<file path="config.mk">
export PLATFORM = sky130hd
export DESIGN_NAME = sdmct_top
export DESIGN_NICKNAME = d
export VERILOG_FILES = /design/src/core/sdmct_pkg.sv /design/src/core/sdmct_gap_if.sv /design/src/core/sdmct_gap_timer.sv /design/src/core/sdmct_top.sv
export SDC_FILE = /design/constraint.sdc
export NUM_CORES = 1
export LEC_CHECK = 0
export ABC_CLOCK_PERIOD_IN_PS = 4400
export BUFFER_PORTS_ARGS = -buffer_cell sky130_fd_sc_hd__buf_4
export CAP_MARGIN = 10
export CELL_PAD_IN_SITES_DETAIL_PLACEMENT = 0
export CELL_PAD_IN_SITES_GLOBAL_PLACEMENT = 1
export CORE_ASPECT_RATIO = 0.6
export CORE_MARGIN = 10
export CORE_UTILIZATION = 42
export CTS_CLUSTER_DIAMETER = 40
export CTS_CLUSTER_SIZE = 12
export DETAILED_ROUTE_END_ITERATION = 8
export GPL_ROUTABILITY_DRIVEN = 0
export MAX_ROUTING_LAYER = met4
export PLACE_DENSITY_LB_ADDON = 0.1
export REMOVE_ABC_BUFFERS = 1
export SETUP_SLACK_MARGIN = 0.02
export SLEW_MARGIN = 5
export SYNTH_ARGS = -nofsm -noshare
export SYNTH_HDL_FRONTEND = slang
export SYNTH_SLANG_ARGS = --single-unit
</file>
<file path="constraint.sdc">
create_clock -name clk -period 4.4 [get_ports clk]
set_input_delay 1.32 -clock clk [delete_from_list [all_inputs] [get_ports clk]]
set_output_delay 1.32 -clock clk [all_outputs]
set_load 0.03 [all_outputs]
</file>
<file path="src/core/sdmct_pkg.sv">
// Purpose: shared constants and types of the sdram mode and command timing
// Assumes: memory cycles are ticks of a divided enable from the core clock
// Notes: pin codes are the active-low ras/cas/we triples of an sdram
package sdmct_pkg;
   // ****************************************************************
   // command set
   // ****************************************************************
   typedef enum logic [2:0] {
      CMD_NOP, CMD_ACT, CMD_RD, CMD_WR, CMD_PRE, CMD_PALL, CMD_REF, CMD_MRS
   } sdmct_cmd_t;
   // {ras_n, cas_n, we_n} for each command
   localparam logic [2:0] PIN_NOP = 3'h7;
   localparam logic [2:0] PIN_ACT = 3'h3;
   localparam logic [2:0] PIN_RD = 3'h5;
   localparam logic [2:0] PIN_WR = 3'h4;
   localparam logic [2:0] PIN_PRE = 3'h2;
   localparam logic [2:0] PIN_REF = 3'h1;
   localparam logic [2:0] PIN_MRS = 3'h0;
   // ****************************************************************
   // mode word
   // ****************************************************************
   localparam int MODE_W = 14;
   localparam logic [13:0] MODE_CL2 = 14'h0022;
   localparam logic [13:0] MODE_CL3 = 14'h0032;
   localparam int MODE_LAT_LSB = 4;
   localparam int MODE_SI_BIT = 3;
   localparam logic [2:0] MODE_BL4 = 3'h2;
   localparam int MODE_A10_BIT = 10;
   // address pin that feeds the memory auto-precharge input
   localparam int AUTOPRE_BIT = 10;
   localparam logic [2:0] CAS_BASE = 3'h2;
   // ****************************************************************
   // spacing counters, one index each
   // ****************************************************************
   localparam int NGAP = 14;
   localparam int G_RC = 0;
   localparam int G_RCD = 1;
   localparam int G_RP = 2;
   localparam int G_RAS = 3;
   localparam int G_RRD = 4;
   localparam int G_WR = 5;
   localparam int G_HZP = 6;
   localparam int G_READ_TO_READ_FIELD = 7;
   localparam int G_RD2PRE = 8;
   localparam int G_READ_TO_WRITE_FIELD = 9;
   localparam int G_DQM = 10;
   localparam int G_WRITE_TO_WRITE_FIELD = 11;
   localparam int G_WR2PRE = 12;
   localparam int G_WRITE_TO_READ_FIELD = 13;
   // row-to-row adds one extra cycle on top of the field
   localparam int RRD_EXTRA = 1;
   localparam int MCLK_DIV_DEF = 2;
endpackage

</file>
<file path="src/core/sdmct_gap_if.sv">
// Purpose: carrier between the command logic and its spacing counters
// Assumes: loads and tick come from the command logic
// Notes: expired is level, high while a counter sits at zero
`timescale 1ns/1ps
`default_nettype none
interface sdmct_gap_if #(parameter int N = 14, parameter int CW = 5);
   logic tick; // memory-clock enable
   logic [N-1:0] load; // restart a counter this cycle
   logic [CW-1:0] value [N]; // value loaded on restart
   logic [N-1:0] expired; // counter has run out
   modport ctrl (output tick, output load, output value, input expired);
   modport timer (input tick, input load, input value, output expired);
endinterface
`default_nettype wire

</file>
<file path="src/core/sdmct_gap_timer.sv">
// Purpose: bank of down-counters that hold off dependent commands
// Assumes: load is only raised together with tick
// Notes: a counter loaded with f lets its command go f+1 ticks later
`timescale 1ns/1ps
`default_nettype none
module sdmct_gap_timer #(
   parameter int N = 14,
   parameter int CW = 5
) (
   input wire logic clk,
   input wire logic rst,
   sdmct_gap_if.timer g
);
   import sdmct_pkg::*;
   // ****************************************************************
   // per-constraint counters
   // ****************************************************************
   logic [CW-1:0] cnt_q [N]; // remaining ticks
   genvar i;
   generate
      for (i = 0; i < N; i++) begin : gap
         // load wins over counting; counting stops at zero
         always_ff @(posedge clk or posedge rst) begin
            if (rst) begin
               cnt_q[i] <= '0;
            end else if (g.load[i]) begin
               cnt_q[i] <= g.value[i];
            end else if (g.tick && cnt_q[i] != '0) begin
               cnt_q[i] <= cnt_q[i] - 1'b1;
            end
         end
         assign g.expired[i] = (cnt_q[i] == '0);
      end
   endgenerate
endmodule
`default_nettype wire

</file>
<file path="src/core/sdmct_top.sv">
// Purpose: mode register programming and command spacing for sdram
// Assumes: a sequencer outside offers one command at a time
// Notes: commands are taken on memory ticks and appear on pins next cycle
`timescale 1ns/1ps
`default_nettype none
// Behaviour
// - mode value picked only by latency select
// - mode word programs burst four, sequential
// - latency select one drives 0032h
// - latency select zero drives 0022h
// - latency field bits 6-4, bit4 equals select
// - refresh holds act, mode, refresh field+1
// - activate holds read/write field+1
// - precharge holds act, mode, refresh field+1
// - read data returns select+2 cycles later
// - activate holds precharge field+1
// - activate to activate field+2
// - last write data holds precharge field+1
// - read bus floats field+1 after precharge
// - read to read field+1
// - read to precharge field+1
// - read to write field+1
// - byte enables high field+1 before write
// - write to write field+1
// - write to precharge field+1
// - write to read field+1
// - all counts in memory clock cycles
// - auto-precharge pin low on read/write
module sdmct_top #(
   parameter int FW = 4, // width of each timing field
   parameter int AW = 14, // address pins ea2 upward
   parameter int MCLK_DIV = sdmct_pkg::MCLK_DIV_DEF
) (
   input wire logic clk,
   input wire logic rst,
   input wire logic req_valid,
   input wire sdmct_pkg::sdmct_cmd_t req_cmd,
   input wire logic [1:0] req_bank,
   input wire logic [AW-1:0] req_addr,
   output logic req_ready,
   input wire logic wr_last_data,
   input wire logic cas_latency_sel,
   input wire logic [FW-1:0] refresh_cycle_field,
   input wire logic [FW-1:0] row_to_column_field,
   input wire logic [FW-1:0] precharge_field,
   input wire logic [FW-1:0] row_active_field,
   input wire logic [FW-1:0] row_to_row_field,
   input wire logic [FW-1:0] write_recovery_field,
   input wire logic [FW-1:0] precharge_float_field,
   input wire logic [FW-1:0] read_to_read_field,
   input wire logic [FW-1:0] read_to_precharge_field,
   input wire logic [FW-1:0] read_to_write_field,
   input wire logic [FW-1:0] byte_mask_turnaround_field,
   input wire logic [FW-1:0] write_to_write_field,
   input wire logic [FW-1:0] write_to_precharge_field,
   input wire logic [FW-1:0] write_to_read_field,
   output logic memory_clock_out,
   output logic mem_cs_n,
   output logic mem_ras_n,
   output logic mem_cas_n,
   output logic mem_we_n,
   output logic [1:0] mem_ba,
   output logic [AW-1:0] mem_addr,
   output logic precharge_addr_pin,
   output logic [3:0] byte_enable_out,
   output logic rd_data_start,
   output logic read_bus_float
);
   import sdmct_pkg::*;
   localparam int CW = FW + 1;
   localparam int DW = $clog2(MCLK_DIV + 1);
   // ****************************************************************
   // memory clock divider
   // ****************************************************************
   logic [DW-1:0] div_q; // position inside one memory period
   logic tick; // one-cycle enable per memory cycle
   logic mclk_q; // registered memory clock level
   assign tick = (div_q == DW'(MCLK_DIV - 1));
   // the divider never stops, so the far side always sees a clock
   always_ff @(posedge clk or posedge rst) begin
      if (rst) begin
         div_q <= '0;
      end else if (tick) begin
         div_q <= '0;
      end else begin
         div_q <= div_q + 1'b1;
      end
   end
   // high in the first half of the period; commands change on its rise
   always_ff @(posedge clk or posedge rst) begin
      if (rst) begin
         mclk_q <= 1'b0;
      end else begin
         mclk_q <= (tick || div_q < DW'(MCLK_DIV / 2 - 1));
      end
   end
   assign memory_clock_out = mclk_q;
   // ****************************************************************
   // spacing counters
   // ****************************************************************
   sdmct_gap_if #(.N(NGAP), .CW(CW)) gap_bus ();
   sdmct_gap_timer #(.N(NGAP), .CW(CW)) u_gap (
      .clk(clk),
      .rst(rst),
      .g(gap_bus)
   );
   logic [NGAP-1:0] ok; // counter at zero
   logic issue; // a command is taken this cycle
   logic is_act, is_rd, is_wr, is_pre, is_ref, is_mrs;
   logic wr_last_pend_q; // last write data seen, waiting for a tick
   assign ok = gap_bus.expired;
   assign gap_bus.tick = tick;
   assign issue = req_valid && req_ready;
   assign is_act = issue && req_cmd == CMD_ACT;
   assign is_rd = issue && req_cmd == CMD_RD;
   assign is_wr = issue && req_cmd == CMD_WR;
   assign is_pre = issue && (req_cmd == CMD_PRE || req_cmd == CMD_PALL);
   assign is_ref = issue && req_cmd == CMD_REF;
   assign is_mrs = issue && req_cmd == CMD_MRS;
   // load values: field as is, row-to-row one more
   always_comb begin
      gap_bus.value[G_RC] = CW'(refresh_cycle_field);
      gap_bus.value[G_RCD] = CW'(row_to_column_field);
      gap_bus.value[G_RP] = CW'(precharge_field);
      gap_bus.value[G_RAS] = CW'(row_active_field);
      gap_bus.value[G_RRD] = CW'(row_to_row_field) + CW'(RRD_EXTRA);
      gap_bus.value[G_WR] = CW'(write_recovery_field);
      gap_bus.value[G_HZP] = CW'(precharge_float_field);
      gap_bus.value[G_READ_TO_READ_FIELD] = CW'(read_to_read_field);
      gap_bus.value[G_RD2PRE] = CW'(read_to_precharge_field);
      gap_bus.value[G_READ_TO_WRITE_FIELD] = CW'(read_to_write_field);
      gap_bus.value[G_DQM] = CW'(byte_mask_turnaround_field);
      gap_bus.value[G_WRITE_TO_WRITE_FIELD] = CW'(write_to_write_field);
      gap_bus.value[G_WR2PRE] = CW'(write_to_precharge_field);
      gap_bus.value[G_WRITE_TO_READ_FIELD] = CW'(write_to_read_field);
   end
   // each opening command restarts the counters it guards
   always_comb begin
      gap_bus.load = '0;
      gap_bus.load[G_RC] = is_ref;
      gap_bus.load[G_RCD] = is_act;
      gap_bus.load[G_RAS] = is_act;
      gap_bus.load[G_RRD] = is_act;
      gap_bus.load[G_RP] = is_pre;
      gap_bus.load[G_HZP] = is_pre;
      gap_bus.load[G_WR] = tick && (wr_last_pend_q || wr_last_data);
      gap_bus.load[G_READ_TO_READ_FIELD] = is_rd;
      gap_bus.load[G_RD2PRE] = is_rd;
      gap_bus.load[G_READ_TO_WRITE_FIELD] = is_rd;
      gap_bus.load[G_DQM] = is_rd;
      gap_bus.load[G_WRITE_TO_WRITE_FIELD] = is_wr;
      gap_bus.load[G_WR2PRE] = is_wr;
      gap_bus.load[G_WRITE_TO_READ_FIELD] = is_wr;
   end
   // last-data pulse may land between ticks; on a tick the clear wins and the pulse loads directly
   always_ff @(posedge clk or posedge rst) begin
      if (rst) begin
         wr_last_pend_q <= 1'b0;
      end else if (wr_last_data && !tick) begin
         wr_last_pend_q <= 1'b1;
      end else if (tick) begin
         wr_last_pend_q <= 1'b0;
      end
   end
   // ****************************************************************
   // admission: a command goes only when all its counters ran out
   // ****************************************************************
   always_comb begin
      case (req_cmd)
         CMD_NOP: req_ready = tick;
         CMD_ACT: req_ready = tick && ok[G_RC] && ok[G_RP] && ok[G_RRD];
         CMD_RD: req_ready = tick && ok[G_RCD] && ok[G_READ_TO_READ_FIELD] && ok[G_WRITE_TO_READ_FIELD];
         CMD_WR: req_ready = tick && ok[G_RCD] && ok[G_READ_TO_WRITE_FIELD]
                             && ok[G_WRITE_TO_WRITE_FIELD] && ok[G_DQM];
         // last data landing in this very tick holds precharge off too
         CMD_PRE, CMD_PALL: req_ready = tick && ok[G_RAS] && ok[G_WR]
                             && !gap_bus.load[G_WR]
                             && ok[G_RD2PRE] && ok[G_WR2PRE];
         CMD_REF, CMD_MRS: req_ready = tick && ok[G_RC] && ok[G_RP];
         default: req_ready = 1'b0;
      endcase
   end
   // ****************************************************************
   // mode word and command pins
   // ****************************************************************
   logic [MODE_W-1:0] mode_word; // value for the mode register cycle
   assign mode_word = cas_latency_sel ? MODE_CL3 : MODE_CL2;
   // pins change on ticks only and hold for a whole memory cycle
   always_ff @(posedge clk or posedge rst) begin
      if (rst) begin
         {mem_ras_n, mem_cas_n, mem_we_n} <= PIN_NOP;
         mem_cs_n <= 1'b1;
         mem_ba <= 2'h0;
         mem_addr <= '0;
         precharge_addr_pin <= 1'b0;
      end else if (tick) begin
         mem_cs_n <= !(issue && req_cmd != CMD_NOP);
         case (issue ? req_cmd : CMD_NOP)
            CMD_ACT: begin
               {mem_ras_n, mem_cas_n, mem_we_n} <= PIN_ACT;
               mem_ba <= req_bank;
               mem_addr <= req_addr;
               precharge_addr_pin <= req_addr[MODE_A10_BIT];
            end
            CMD_RD, CMD_WR: begin
               {mem_ras_n, mem_cas_n, mem_we_n} <=
                  (req_cmd == CMD_RD) ? PIN_RD : PIN_WR;
               mem_ba <= req_bank;
               mem_addr <= req_addr;
               mem_addr[AUTOPRE_BIT] <= 1'b0;
               precharge_addr_pin <= 1'b0;
            end
            CMD_PRE, CMD_PALL: begin
               {mem_ras_n, mem_cas_n, mem_we_n} <= PIN_PRE;
               mem_ba <= req_bank;
               precharge_addr_pin <= (req_cmd == CMD_PALL);
            end
            CMD_REF: begin
               {mem_ras_n, mem_cas_n, mem_we_n} <= PIN_REF;
            end
            CMD_MRS: begin
               {mem_ras_n, mem_cas_n, mem_we_n} <= PIN_MRS;
               // bit n on pin n+2; bit 10 rides the precharge pin
               mem_addr <= AW'(mode_word);
               mem_addr[MODE_A10_BIT] <= 1'b0;
               precharge_addr_pin <= mode_word[MODE_A10_BIT];
            end
            default: begin
               {mem_ras_n, mem_cas_n, mem_we_n} <= PIN_NOP;
            end
         endcase
      end
   end
   // ****************************************************************
   // byte enables and read data timing
   // ****************************************************************
   // masked from each read until the next write, so the mask counter
   // covers the high time before a write may cut in
   always_ff @(posedge clk or posedge rst) begin
      if (rst) begin
         byte_enable_out <= 4'hF;
      end else if (is_rd) begin
         byte_enable_out <= 4'hF;
      end else if (is_wr) begin
         byte_enable_out <= 4'h0;
      end
   end
   logic [2:0] rd_pipe_q; // read issue delayed by ticks
   logic [2:0] cl_tap; // latency minus one, as a tap index
   assign cl_tap = CAS_BASE + 3'(cas_latency_sel) - 3'h1;
   // the tap moves with the select, so change it only while idle
   always_ff @(posedge clk or posedge rst) begin
      if (rst) begin
         rd_pipe_q <= 3'h0;
         rd_data_start <= 1'b0;
      end else begin
         rd_data_start <= tick && rd_pipe_q[cl_tap[1:0]];
         if (tick) begin
            rd_pipe_q <= {rd_pipe_q[1:0], is_rd};
         end
      end
   end
   // moves on ticks only, so the float never shows half a memory cycle early
   always_ff @(posedge clk or posedge rst) begin
      if (rst) begin
         read_bus_float <= 1'b1;
      end else if (tick) begin
         read_bus_float <= ok[G_HZP] && !gap_bus.load[G_HZP];
      end
   end
   // ****************************************************************
   // checks
   // ****************************************************************
   logic [5:0] since_q [5]; // ticks since ref, act, pre, rd, wr
   logic [4:0] hit; // which class issued now
   assign hit = {is_wr, is_rd, is_pre, is_act, is_ref};
   genvar k;
   generate
      for (k = 0; k < 5; k++) begin : since
         always_ff @(posedge clk or posedge rst) begin
            if (rst) begin
               since_q[k] <= 6'h3F;
            end else if (hit[k]) begin
               since_q[k] <= 6'h00;
            end else if (tick && since_q[k] != 6'h3F) begin
               since_q[k] <= since_q[k] + 6'h01;
            end
         end
      end
   endgenerate
   a_mode_value: assert property (@(posedge clk) disable iff (rst)
      is_mrs |=> mem_addr == ($past(cas_latency_sel) ? MODE_CL3 : MODE_CL2))
      else $error("mode word does not match latency select");
   a_mode_burst: assert property (@(posedge clk) disable iff (rst)
      is_mrs |=> mem_addr[2:0] == MODE_BL4 && !mem_addr[MODE_SI_BIT]
                 && !mem_ras_n == !mem_cas_n)
      else $error("mode word burst setting wrong");
   a_mode_lat: assert property (@(posedge clk) disable iff (rst)
      is_mrs |=> mem_addr[MODE_LAT_LSB] == $past(cas_latency_sel)
                 && mem_addr[MODE_LAT_LSB+2:MODE_LAT_LSB+1] == 2'h1)
      else $error("latency field wrong");
   a_refresh_gap: assert property (@(posedge clk) disable iff (rst)
      (is_act || is_mrs || is_ref) |-> since_q[0] >= 6'(refresh_cycle_field))
      else $error("refresh spacing broken");
   a_act_rdwr_gap: assert property (@(posedge clk) disable iff (rst)
      (is_rd || is_wr) |-> since_q[1] >= 6'(row_to_column_field))
      else $error("activate to column spacing broken");
   a_pre_act_gap: assert property (@(posedge clk) disable iff (rst)
      (is_act || is_mrs || is_ref) |-> since_q[2] >= 6'(precharge_field))
      else $error("precharge spacing broken");
   a_act_pre_gap: assert property (@(posedge clk) disable iff (rst)
      is_pre |-> since_q[1] >= 6'(row_active_field))
      else $error("row active spacing broken");
   a_act_act_gap: assert property (@(posedge clk) disable iff (rst)
      is_act |-> since_q[1] >= 6'(row_to_row_field) + 6'h01)
      else $error("row to row spacing broken");
   a_rd_wr_gap: assert property (@(posedge clk) disable iff (rst)
      is_wr |-> since_q[3] >= 6'(read_to_write_field)
                && since_q[3] >= 6'(byte_mask_turnaround_field))
      else $error("read to write spacing broken");
   a_wr_rd_gap: assert property (@(posedge clk) disable iff (rst)
      is_rd |-> since_q[4] >= 6'(write_to_read_field))
      else $error("write to read spacing broken");
   a_autopre_low: assert property (@(posedge clk) disable iff (rst)
      (is_rd || is_wr) |=> !mem_addr[AUTOPRE_BIT] && !precharge_addr_pin)
      else $error("auto-precharge pin high on column command");
   c_mode_cl3: cover property (@(posedge clk) is_mrs && cas_latency_sel);
   c_act_then_rd: cover property (@(posedge clk) is_act ##[1:40] is_rd);
   c_rd_then_wr: cover property (@(posedge clk) is_rd ##[1:40] is_wr);
   c_refresh: cover property (@(posedge clk) is_ref ##[1:40] is_act);
endmodule
`default_nettype wire

</file>
---- Word level (Yosys, flattened, before mapping) ----
Cells that the tools add are included.
W data, S select, Z words.
storage, ports and cells
  output and inout port bits .............. 29
  bits of input ports ..................... 80
  word-level logic and storage cells ...... 212
  register bits ........................... 104
operators by class
  order comparisons ....................... 2
  reductions and logical operators ........ 105
  add/sub/neg operators ................... 18
  equality and inequality tests ........... 15
  muxes and demuxes ....................... 44
operator list
  operator               number
  $mux W5                29
  $logic_not A5 Y1       14
  $reduce_bool A5 Y1     14
  $sub A5 B1 Y5 const B  14
  $pmux W14 S3           1
  $logic_and A1 B1 Y1    39
  $reduce_bool A2 Y1     16
  $eq A3 B3 Y1 const B   8
  $eq A3 B2 Y1 const B   4
  $reduce_or A2 Y1       5
  $reduce_or A5 Y1       2
  $mux W4                2
  $eq A3 B1 Y1 const B   2
  $pmux W1 S2            3
  $pmux W1 S6            1
  $reduce_and A2 Y1      3
  $reduce_bool A3 Y1     2
  $add A4 B1 Y5 const B  1
  $logic_not A1 Y1       4
  $mux W1                4
  $pmux W1 S4            1
  $reduce_bool A4 Y1     1
  $logic_not A3 Y1       1
  $logic_or A1 B1 Y1     3
  other kinds (10)       10

---- Depth between registers and ports, before layout ----
Gate-level depths: netlist of run 1.
  depth in word-level cells ............... 13
  gate-level depth with buffers ........... 9
  mapped depth without buffers ............ 8

---- Modules after synthesis ----
Synthesis of run 1 repeated with hierarchy kept, for this count alone.
second synthesis, totals
  cells, all modules ...................... 596
  area, all modules ....................... 5676.7 um^2
modules (own cells, without submodules)
  module           cells each  area each (um^2)  times used  sequential area each (um^2)
  sdmct_gap_timer  452         4095.2            1           1751.7
  sdmct_top        144         1581.5            1           783.3

---- Least setup slack after synthesis of run 1 ----
OpenSTA, ideal clock, no wires.
  kind .................................... in2out
  start ................................... input req_cmd[0]
  end ..................................... output req_ready
  stages .................................. 6
  arrival ................................. 2625 ps
  data required time ...................... 3080 ps
  setup slack ............................. 455 ps
  path buffers ............................ 1
  path through ............................ buf_2 and3b_1 nand4_1 a21boi_2 a211oi_4 nor2_1
between the ends
  word-level cells in the longest chain between the ends .. 3
  elaborated cells between the ends (all ways) .. 11
  classes of those cells .................. eq/ne (7); mux (1); reduce/logical (3)
RTL lines
  element           RTL line          text
  start, declared   sdmct_top.sv:37   input wire sdmct_pkg::sdmct_cmd_t req_cmd,
  $eq A3 B3 Y1      sdmct_top.sv:169  case (req_cmd)
  $reduce_or A2 Y1  sdmct_top.sv:169
  $pmux W1 S6 *     sdmct_top.sv:169
  end, declared     sdmct_top.sv:40   output logic req_ready,
Every way passes the cells marked *; elsewhere a longest branch is shown, timed or not.

---- Final worst setup path of run 1 ----
  start ................................... input req_cmd[2]
  end ..................................... output req_ready
Same word-level chain as after synthesis.

==> results of run 1 <==
placed cells by master, fill, tap and decap left out, types with 4 or more instances in the layout:
| cell | synthesis | final |
|---|---|---|
| buf_4 | 4 | 118 |
| o211ai_1 | 5 | 5 |
| xnor2_1 | 22 | 22 |
| nor2b_1 | 4 | 4 |
| a21oi_1 | 20 | 20 |
| inv_1 | 44 | 43 |
| mux2_2 | 8 | 8 |
| or3_1 | 9 | 9 |
| mux2_1 | 9 | 9 |
| dfstp_2 | 6 | 6 |
| nand3_1 | 15 | 15 |
| xor2_1 | 25 | 25 |
| nor3_1 | 13 | 13 |
| clkbuf_16 | 0 | 9 |
| ha_1 | 28 | 28 |
| nor4b_1 | 9 | 9 |
| nor4b_2 | 4 | 4 |
| dfrtp_1 | 95 | 95 |
| nand2_1 | 89 | 89 |
| a22oi_1 | 4 | 4 |
| mux2i_1 | 11 | 11 |
| nor4_1 | 4 | 4 |
| nand2b_1 | 5 | 5 |
| o21ai_0 | 36 | 36 |
| nor2_1 | 51 | 51 |
synthesized netlist by cell type, drive strengths merged (2+ instances only):
| master | n | area [um^2] |
|---|---|---|
| nand2 | 89 | 334 |
| dfrtp | 95 | 2380 |
| a221o | 2 | 20.0 |
| o31ai | 3 | 27.5 |
| buf | 14 | 83.8 |
| clkbuf | 7 | 26.3 |
| nor2b | 4 | 25.0 |
| nand4 | 2 | 12.5 |
| o22ai | 2 | 12.5 |
| nor2 | 51 | 191 |
| a21o | 2 | 15.0 |
| nor3b | 3 | 22.5 |
| a22oi | 4 | 30.0 |
| dfstp | 6 | 158 |
| and3b | 2 | 17.5 |
| o21ai | 38 | 190 |
| ha | 28 | 350 |
| o22a | 2 | 17.5 |
| or3 | 9 | 56.3 |
| xor2 | 25 | 219 |
| inv | 44 | 165 |
| a21oi | 20 | 100 |
| nor3 | 16 | 101 |
| mux2 | 17 | 191 |
| nor4b | 13 | 139 |
| a211oi | 2 | 32.5 |
| or4 | 2 | 15.0 |
| nand2b | 5 | 31.3 |
| or2 | 2 | 12.5 |
| mux2i | 11 | 110 |
| xnor2 | 22 | 193 |
| o211ai | 5 | 37.5 |
| nor4 | 4 | 25.0 |
| o311ai | 2 | 17.5 |
| nand3b | 2 | 15.0 |
| nand3 | 15 | 75.1 |
flip-flops by register name, indices dropped and copies added, names as in the netlist:
register,flops
u_gap.cnt_q,70
mem_addr,14
rd_pipe_q,3
div_q,2
mem_ba,2
byte_enable_out,1
mem_cas_n,1
mem_cs_n,1
mem_ras_n,1
mem_we_n,1
memory_clock_out,1
precharge_addr_pin,1
rd_data_start,1
read_bus_float,1
wr_last_pend_q,1
cell families (layout without fill, tap and decap cells):
logic type,count (synthesis),count (layout)
AND/OR/NAND/NOR,223,223
flip-flops,101,101
AO/OA/AOI/OAI,89,89
buffers and inverters,65,178
XOR/XNOR,47,47
adder cells (fa/ha/maj),28,28
multiplexers,28,28
through the flow:
stage | instances | hold WS (ps) | setup WS (ps) | instance area, um^2
2_1_floorplan | 560 | 417 | 443 | 5460
3_3_place_gp | 848 | 431 | 414 | 6560
3_5_place_dp | 848 | 447 | 420 | 6560
4_1_cts | 864 | 457 | 417 | 6870
5_1_grt | 864 | 478 | 298 | 6870
6_report | 864 | 453 | 408 | 6870
where the power goes:
group	switching [mW]	internal [mW]
sequential	0.222	1.18
clock	0.374	0.450
combinational	0.481	0.468
layout make-up:
class                   count  area, um^2  area share, %
multi-input cells         415        2760           40.1
flip-flops and latches    101        2530           36.9
repair buffers            118         886           12.9
clock buffers               9         225           3.28
well taps                 170         213           3.10
inverters                  44         168           2.44
clock inverters             7        83.8           1.22
how the worst max path moves through the flow:
stage / start / end / slack (ps) / cells after the start
floorplan: rst / div_q[0]$_DFF_PP0_ / 440 / 1
finish: req_cmd[2] / req_ready / 410 / 7
global placement: req_cmd[2] / req_ready / 410 / 7
CTS: req_cmd[2] / req_ready / 420 / 7
detailed placement: req_cmd[2] / req_ready / 420 / 7
global route: u_gap.cnt_q[5]$_DFFE_PP0P_ / req_ready / 300 / 8
layer usage:
metal,vias up,track usage (%)
met1,2076,21.9
met2,88,21.7
met5,-,-
met3,8,3.95
met4,0,3.34
li1,2180,-
==> impl_results.md, run 1 <==
* Die ar. at 18400 um^2
* Hold path start: div_q[0]$_DFF_PP0_
* Pre-antenna DRT Iters at 4
* Vias at 4352
* Crit. End Element: output pin
* Static Leakage at 3.19 nW
* Worst hold stages at 1
* Worst reg2reg endpoint: u_gap.cnt_q[2]$_DFFE_PP0P_
* WS Path Type: primary input to output pin
* VDD IR-drop max at a little over 0.0002 V
* Layout cells sized above 1 at 23.5%
* Cell Area, Synth at 5570 um^2
* CTS tree: built
* Clk Latency, worst-skew pair at 350 ps
* Crit path DAT at 2670 ps
* Hold Path Class: flop to flop
* Drc violations at 0
* Reg2Reg Depth at 9
* CTS clock-pin slew for the worst setup and hold paths at 70 ps
* Fin Clk Skew at 11.8 ps
* Drt via density at between 5 and 6
* Die width at 169 um
* Main synth FF type: dfrtp_1
* Initial antenna violation count at 0
* Syn. warnings at 0
* Final Max Tran Viols at 0
* Port Buffer Count at 108
* Max-cap viol count at 0
* Data required time at the worst endpoint at 3080 ps
* Routed Antenna Nets at 0
* Sequential-to-total area share from yosys stat at 45.5%
* Hold Fails Final Rpt at 0
* Clock Root Buffer: clkbuf_16
* CP max stage cell: a211oi_4
* Top Layer Used: met4
* Fillers at 1246
* Outcome: complete, no violations
* Synth Area in Compound Gates at between 10% and 20%
* Flops & latches, synth at 101
* Core Box Area at roughly 13000 um^2
* Tmin final at 3990 ps
* Final-report setup violation count at 0
* Xor-xnor portion of the synthesized cell area at 7.40%
* Yosys cell types at 58
* Fmax at 0.251 GHz
* Vias in the first global route at about 4400
* Crit-path max cell delay at 500 ps
* Cell mode on critical path: buf_4
* Hold Path End: div_q[0]$_DFF_PP0_
* Pwr Total at 3.17 mW
* Clock Sinks at 101
* Initial Util at 43.2%
* Main combinational cell family by area after synthesis: simple AND/OR/NAND/NOR gates
* Max clock buf depth at 2
* Top-level port count at 109
* Syn Inst Count at 581
* Reg2reg setup slack at 1400 ps
* Relative slew slack at 49.5%
* Routed met2 length at between 5 and 6 mm
* Total wire length at 13.8 mm
* Launching point of the worst reg2reg path: u_gap.cnt_q[10]$_DFFE_PP0P_
* Ant diodes at 0
* Crit share post-route at 90.7%
* Cts hold-fix bufs at 0
* Avg WL per Cell at 16.0 um
* Post-Synth Adder-Cell Area at ~6.3%
* WL met3 at 636 um
* Placed wire-length estimate at 10.5 mm
* Ys async rst share at 100%
* Post-synth EDFFs at 0
* Wl on met1 at 7.19 mm
* Nets at 797
* CP Max Fanout at 15
* Largest net degree at the start of global routing at 59
* Syn_area_per_cell at 9.58 um^2
* Remaining Overflow, GRT at 0
* Die H at 109 um
* H-tree levels at 3
* TritonCTS Buffers at 9
* Crit path buf inv count at 2
* Synth Area in Simple Gates at approximately a fifth
* Core Util, Final at a little over half
* FP Rows at 32
* Mux contribution to synthesized area at approximately 5.4%
* GRT Overall Usage at 15.5%
* Total negative slack at 0 ps
* Crit path max-delay family: compound AO/OA/AOI/OAI gates
* Pwr/cell area at 462 nW/um^2
* First-pass GRT wire length at 22.4 mm
* Initial DRC count at 236
* Worst setup SP type: primary input
* CTS resizes at 0
* Tightest Pin Transition at 747 ps
* Layout area overhead at 23.4%
* Setup Fix Bufs, Post-CTS at 0
* Critical-path cell list: buf_4 > and3b_1 > nand4_1 > a21boi_2 > a211oi_4 > nor2_1 > buf_4
* RSZ-0062 raised after global routing: no
No activity file was read; power rests on OpenSTA's default activity.
==> run 2: changes to the inputs <==
--- a/config.mk
+++ b/config.mk
@@ -12,7 +12,7 @@
 export CELL_PAD_IN_SITES_GLOBAL_PLACEMENT = 1
 export CORE_ASPECT_RATIO = 0.6
 export CORE_MARGIN = 10
-export CORE_UTILIZATION = 42
+export CORE_UTILIZATION = 43
 export CTS_CLUSTER_DIAMETER = 40
 export CTS_CLUSTER_SIZE = 12
 export DETAILED_ROUTE_END_ITERATION = 8
@@ -21,7 +21,8 @@
 export PLACE_DENSITY_LB_ADDON = 0.1
 export REMOVE_ABC_BUFFERS = 1
 export SETUP_SLACK_MARGIN = 0.02
-export SLEW_MARGIN = 5
+export SLEW_MARGIN = 20
 export SYNTH_ARGS = -nofsm -noshare
 export SYNTH_HDL_FRONTEND = slang
+export SYNTH_HIERARCHICAL = 1
 export SYNTH_SLANG_ARGS = --single-unit
==> run 2 against run 1 <==
Against the previous run:
- non-clock buffer count increased by 3
- first-iteration DRC count increased by 32%
- via count increased by 6.3%
- routed wire length increased by 4.2%
- area after synthesis increased by 2.0%
- critical path depth increased by 2
- register-to-register slack got worse by 350 ps
- hold slack improved by 27 ps
- sequential power increased by 11%
- final cell count increased by 2.1%
- clock skew increased by 1.8 ps
- largest power group unchanged
==> impl_results.md, run 2 <==
* Largest net degree at the start of global routing at 43 (-27%)
* WS Path Type: flop to output pin
* Ys async rst share at 100% (unchanged)
* Post-synth EDFFs at 0 (unchanged)
* Synth top area share at 41.9% (-0.84 points)
* Synth area leader: dfrtp_1
* FP Rows at 32 (unchanged)
* Most frequent cells in the layout: 121 x buf_4, 95 x dfrtp_1, 76 x a21oi_1, 47 x nand2_1, 41 x inv_1
* Vias at 4627 (+6.3%)
* Layout area overhead at 22.8%
* Commonest non-fill, non-tap cell in the layout: buf_4
* Fillers at 1202 (-3.5%)
* Main synth FF type: dfrtp_1
* Syn Inst Count at 596 (+2.6%)
* Top post-synthesis cells by area: dfrtp_1 42%, a21oi_1 6.7%, or4b_1 3.9%, nor2b_1 3.4%, ha_1 3.3%
* First-pass GRT wire length at 23.9 mm (+6.4%)
* Hold Fails Final Rpt at 0 (unchanged)
* Launching point of the worst reg2reg path: u_gap/cnt_q[65]$_DFFE_PP0P_
* CTS tree: built
* Core Box Area at 12900 um^2 (unchanged)
* Relative slew slack at 29.3% (-20 points)
* Max reg flops at 70 (unchanged)
* CTS resizes at 0 (unchanged)
* Layout cells sized above 1 at 22.8% (-0.73 points)
* Top Registers: u_gap/cnt_q x70, mem_addr x14, rd_pipe_q x3
* CP Max Fanout at 5 (-10)
* Fin Clk Skew at 13.6 ps (+1.82 ps)
* Total negative slack at 0 ps (unchanged)
* Hold Path Class: flop to flop
* Remaining Overflow, GRT at 0 (unchanged)
* Final-report setup violation count at 0 (unchanged)
* Mux contribution to synthesized area at 3.17% (-2.2 points)
* Tightest Pin Transition at 1050 ps (+306 ps)
* Pre-antenna DRT Iters at 4 (unchanged)
* Synth Area in Simple Gates at 24.4% (+4.5 points)
* Routed Antenna Nets at 0 (unchanged)
* VDD IR-drop max at 0.000211 V (+4.4%)
* Crit path DAT at 2780 ps (+110 ps)
* Die H at 109 um (-0.15%)
* Commonest cells in the netlist: 95 x dfrtp_1, 76 x a21oi_1, 47 x nand2_1
* Tmin final at 4100 ps (+105 ps)
* Xor-xnor portion of the synthesized cell area at 0.309% (-7.1 points)
* Internal at 2.36 mW (+12%)
* Top-count cell post-synth: dfrtp_1
* Met2 usage at 24.0% (+2.3 points)
* Static Leakage at 3.32 nW (+3.9%)
* Cts hold-fix bufs at 0 (unchanged)
* Pwr Total at 3.67 mW (+16%)
* CTS clock-pin slew for the worst setup and hold paths at 80 ps (about the same)
* Comb pwr share at 36.6% (+6.7 points)
* Max-cap viol count at 0 (unchanged)
* Flops & latches, synth at 101 (unchanged)
* Total wire length at 14.4 mm (+4.2%)
* Met3 usage at 3.38% (-0.57 points)
* Fmax at 0.244 GHz (-2.6%)
* Outcome: complete, no violations
* Crit. End Element: output pin
* TritonCTS Buffers at 9 (unchanged)
* Clk network pwr share at 20.8% (-5.2 points)
* Data required time at the worst endpoint at 3080 ps (about the same)
* Sw Ratio at 35.8% (+1.8 points)
* Placed wire-length estimate at 10.6 mm (+0.99%)
* Max clock buf depth at 2 (unchanged)
* Clock Sinks at 101 (unchanged)
* GRT Overall Usage at 16.1% (+0.63 points)
* Seq pwr share at 42.5% (-1.6 points)
* Main combinational cell family by area after synthesis: simple AND/OR/NAND/NOR gates
* Syn_area_per_cell at 9.52 um^2 (-0.57%)
* Vias in the first global route at 4735 (+8.7%)
* Cell Area, Synth at 5680 um^2 (+2.0%)
* Drc violations at 0 (unchanged)
* Avg WL per Cell at 16.4 um (+2.1%)
* Top-level port count at 109 (unchanged)
* Gr busiest metal: met2
* Initial Util at 44.0% (+0.86 points)
* Drt via density at 5.25 (+4.1%)
* Pwr/cell area at 526 nW/um^2 (+14%)
* Synth Area in Compound Gates at 18.1% (+7.6 points)
* Port Buffer Count at 108 (unchanged)
* Hold path start: read_bus_float$_DFFE_PP1N_
* Post-Synth Adder-Cell Area at 3.31% (-3.0 points)
* Yosys cell types at 44 (-24%)
* Syn. warnings at 6 (+6)
* H-tree levels at 3 (unchanged)
* Nets at 802 (+0.63%)
* Clk Latency, worst-skew pair at 340 ps (about the same)
* Final Max Tran Viols at 0 (unchanged)
* Sw Pwr at 1.31 mW (+22%)
* Ant diodes at 0 (unchanged)
* Die width at 168 um (-0.16%)
* Sequential-to-total area share from yosys stat at 44.7% (-0.89 points)
* Critical Path Start: u_gap/cnt_q[65]$_DFFE_PP0P_
* Initial antenna violation count at 0 (unchanged)
* Dpl ws at 625 ps (+205 ps)
* RSZ-0062 raised after global routing: no
* Setup Fix Bufs, Post-CTS at 0 (unchanged)
* Post-route setup slack at 304 ps (-105 ps)
* Largest Register: u_gap/cnt_q
* Met1 Use GR at 22.4% (+0.44 points)
* Initial DRC count at 312 (+32%)
* Clock Root Buffer: clkbuf_16
* Crit share post-route at 93.1% (+2.4 points)
* Die ar. at 18300 um^2 (-0.31%)
* Worst setup SP type: flop
==> run 2: metal layers <==
layer | vias to the layer above | share of wire (%)
li1 | 2329 | -
met1 | 2219 | 52
met2 | 72 | 45
met3 | 7 | 2.7
met4 | 0 | 0.49
met5 | - | 0
==> run 2: worst max-delay path: stages, from the launching register on <==
cell and delay, ps:
dfrtp_1 390, inv_1 90, ha_1 170, or4b_1 510
inv_1 200, nand3_1 100, a211oi_1 550, nor3_1 130
nor2_1 120, buf_4 170
==> run 2: area by class of cell <==
cell class,count,area (um^2),share of cell area [%]
inverters,45,169,2.42
clock buffers,11,243,3.48
well taps,170,213,3.05
clock inverters,5,35.0,0.502
repair buffers,121,908,13.0
multi-input cells,429,2870,41.2
flip-flops and latches,101,2530,36.4
==> run 2: final timing paths <==
check                                            endpoint  slack, ps  cells after the start
min                            read_bus_float$_DFFE_PP1N_        480                      2
min in group asynchronous     u_gap/cnt_q[24]$_DFFE_PP0P_       1010                      2
min reg2reg                    read_bus_float$_DFFE_PP1N_        480                      2
max reg2reg                   u_gap/cnt_q[48]$_DFFE_PP0P_       1050                     11
max in group asynchronous  byte_enable_out[2]$_DFFE_PP1P_       2460                      3
max                                             req_ready        300                      9
==> run 2: kinds of logic (layout without fill, tap and decap cells) <==
family                     count (synthesis)  count (layout)
muxes                                     17              17
xor gates and xnor gates                   2               2
adders and majority gates                 15              15
DFF                                      101             101
AOI/OAI and AO/OA                        159             159
buffers and inverters                     78             182
other                                      1              13
and+or+nand+nor                          223             223
==> run 2: through the flow <==
step	area (um^2)	instances	utilization [%]	hold slack [ps]
2_1_floorplan	5550	575	-	438
3_3_place_gp	6690	866	51.9	455
3_5_place_dp	6690	866	51.9	468
4_1_cts	6960	882	54.0	483
5_1_grt	6970	882	54.1	495
6_report	6970	882	54.1	480
==> run 2: power by group through the flow <==
stage,Combinational [mW],Sequential [mW],Clock [mW]
2_1_floorplan,0.959,1.56,0
3_3_place_gp,1.31,1.56,0
3_5_place_dp,1.35,1.57,0
4_1_cts,1.36,1.56,0.786
5_1_grt,1.55,1.62,0.824
6_report,1.34,1.56,0.763
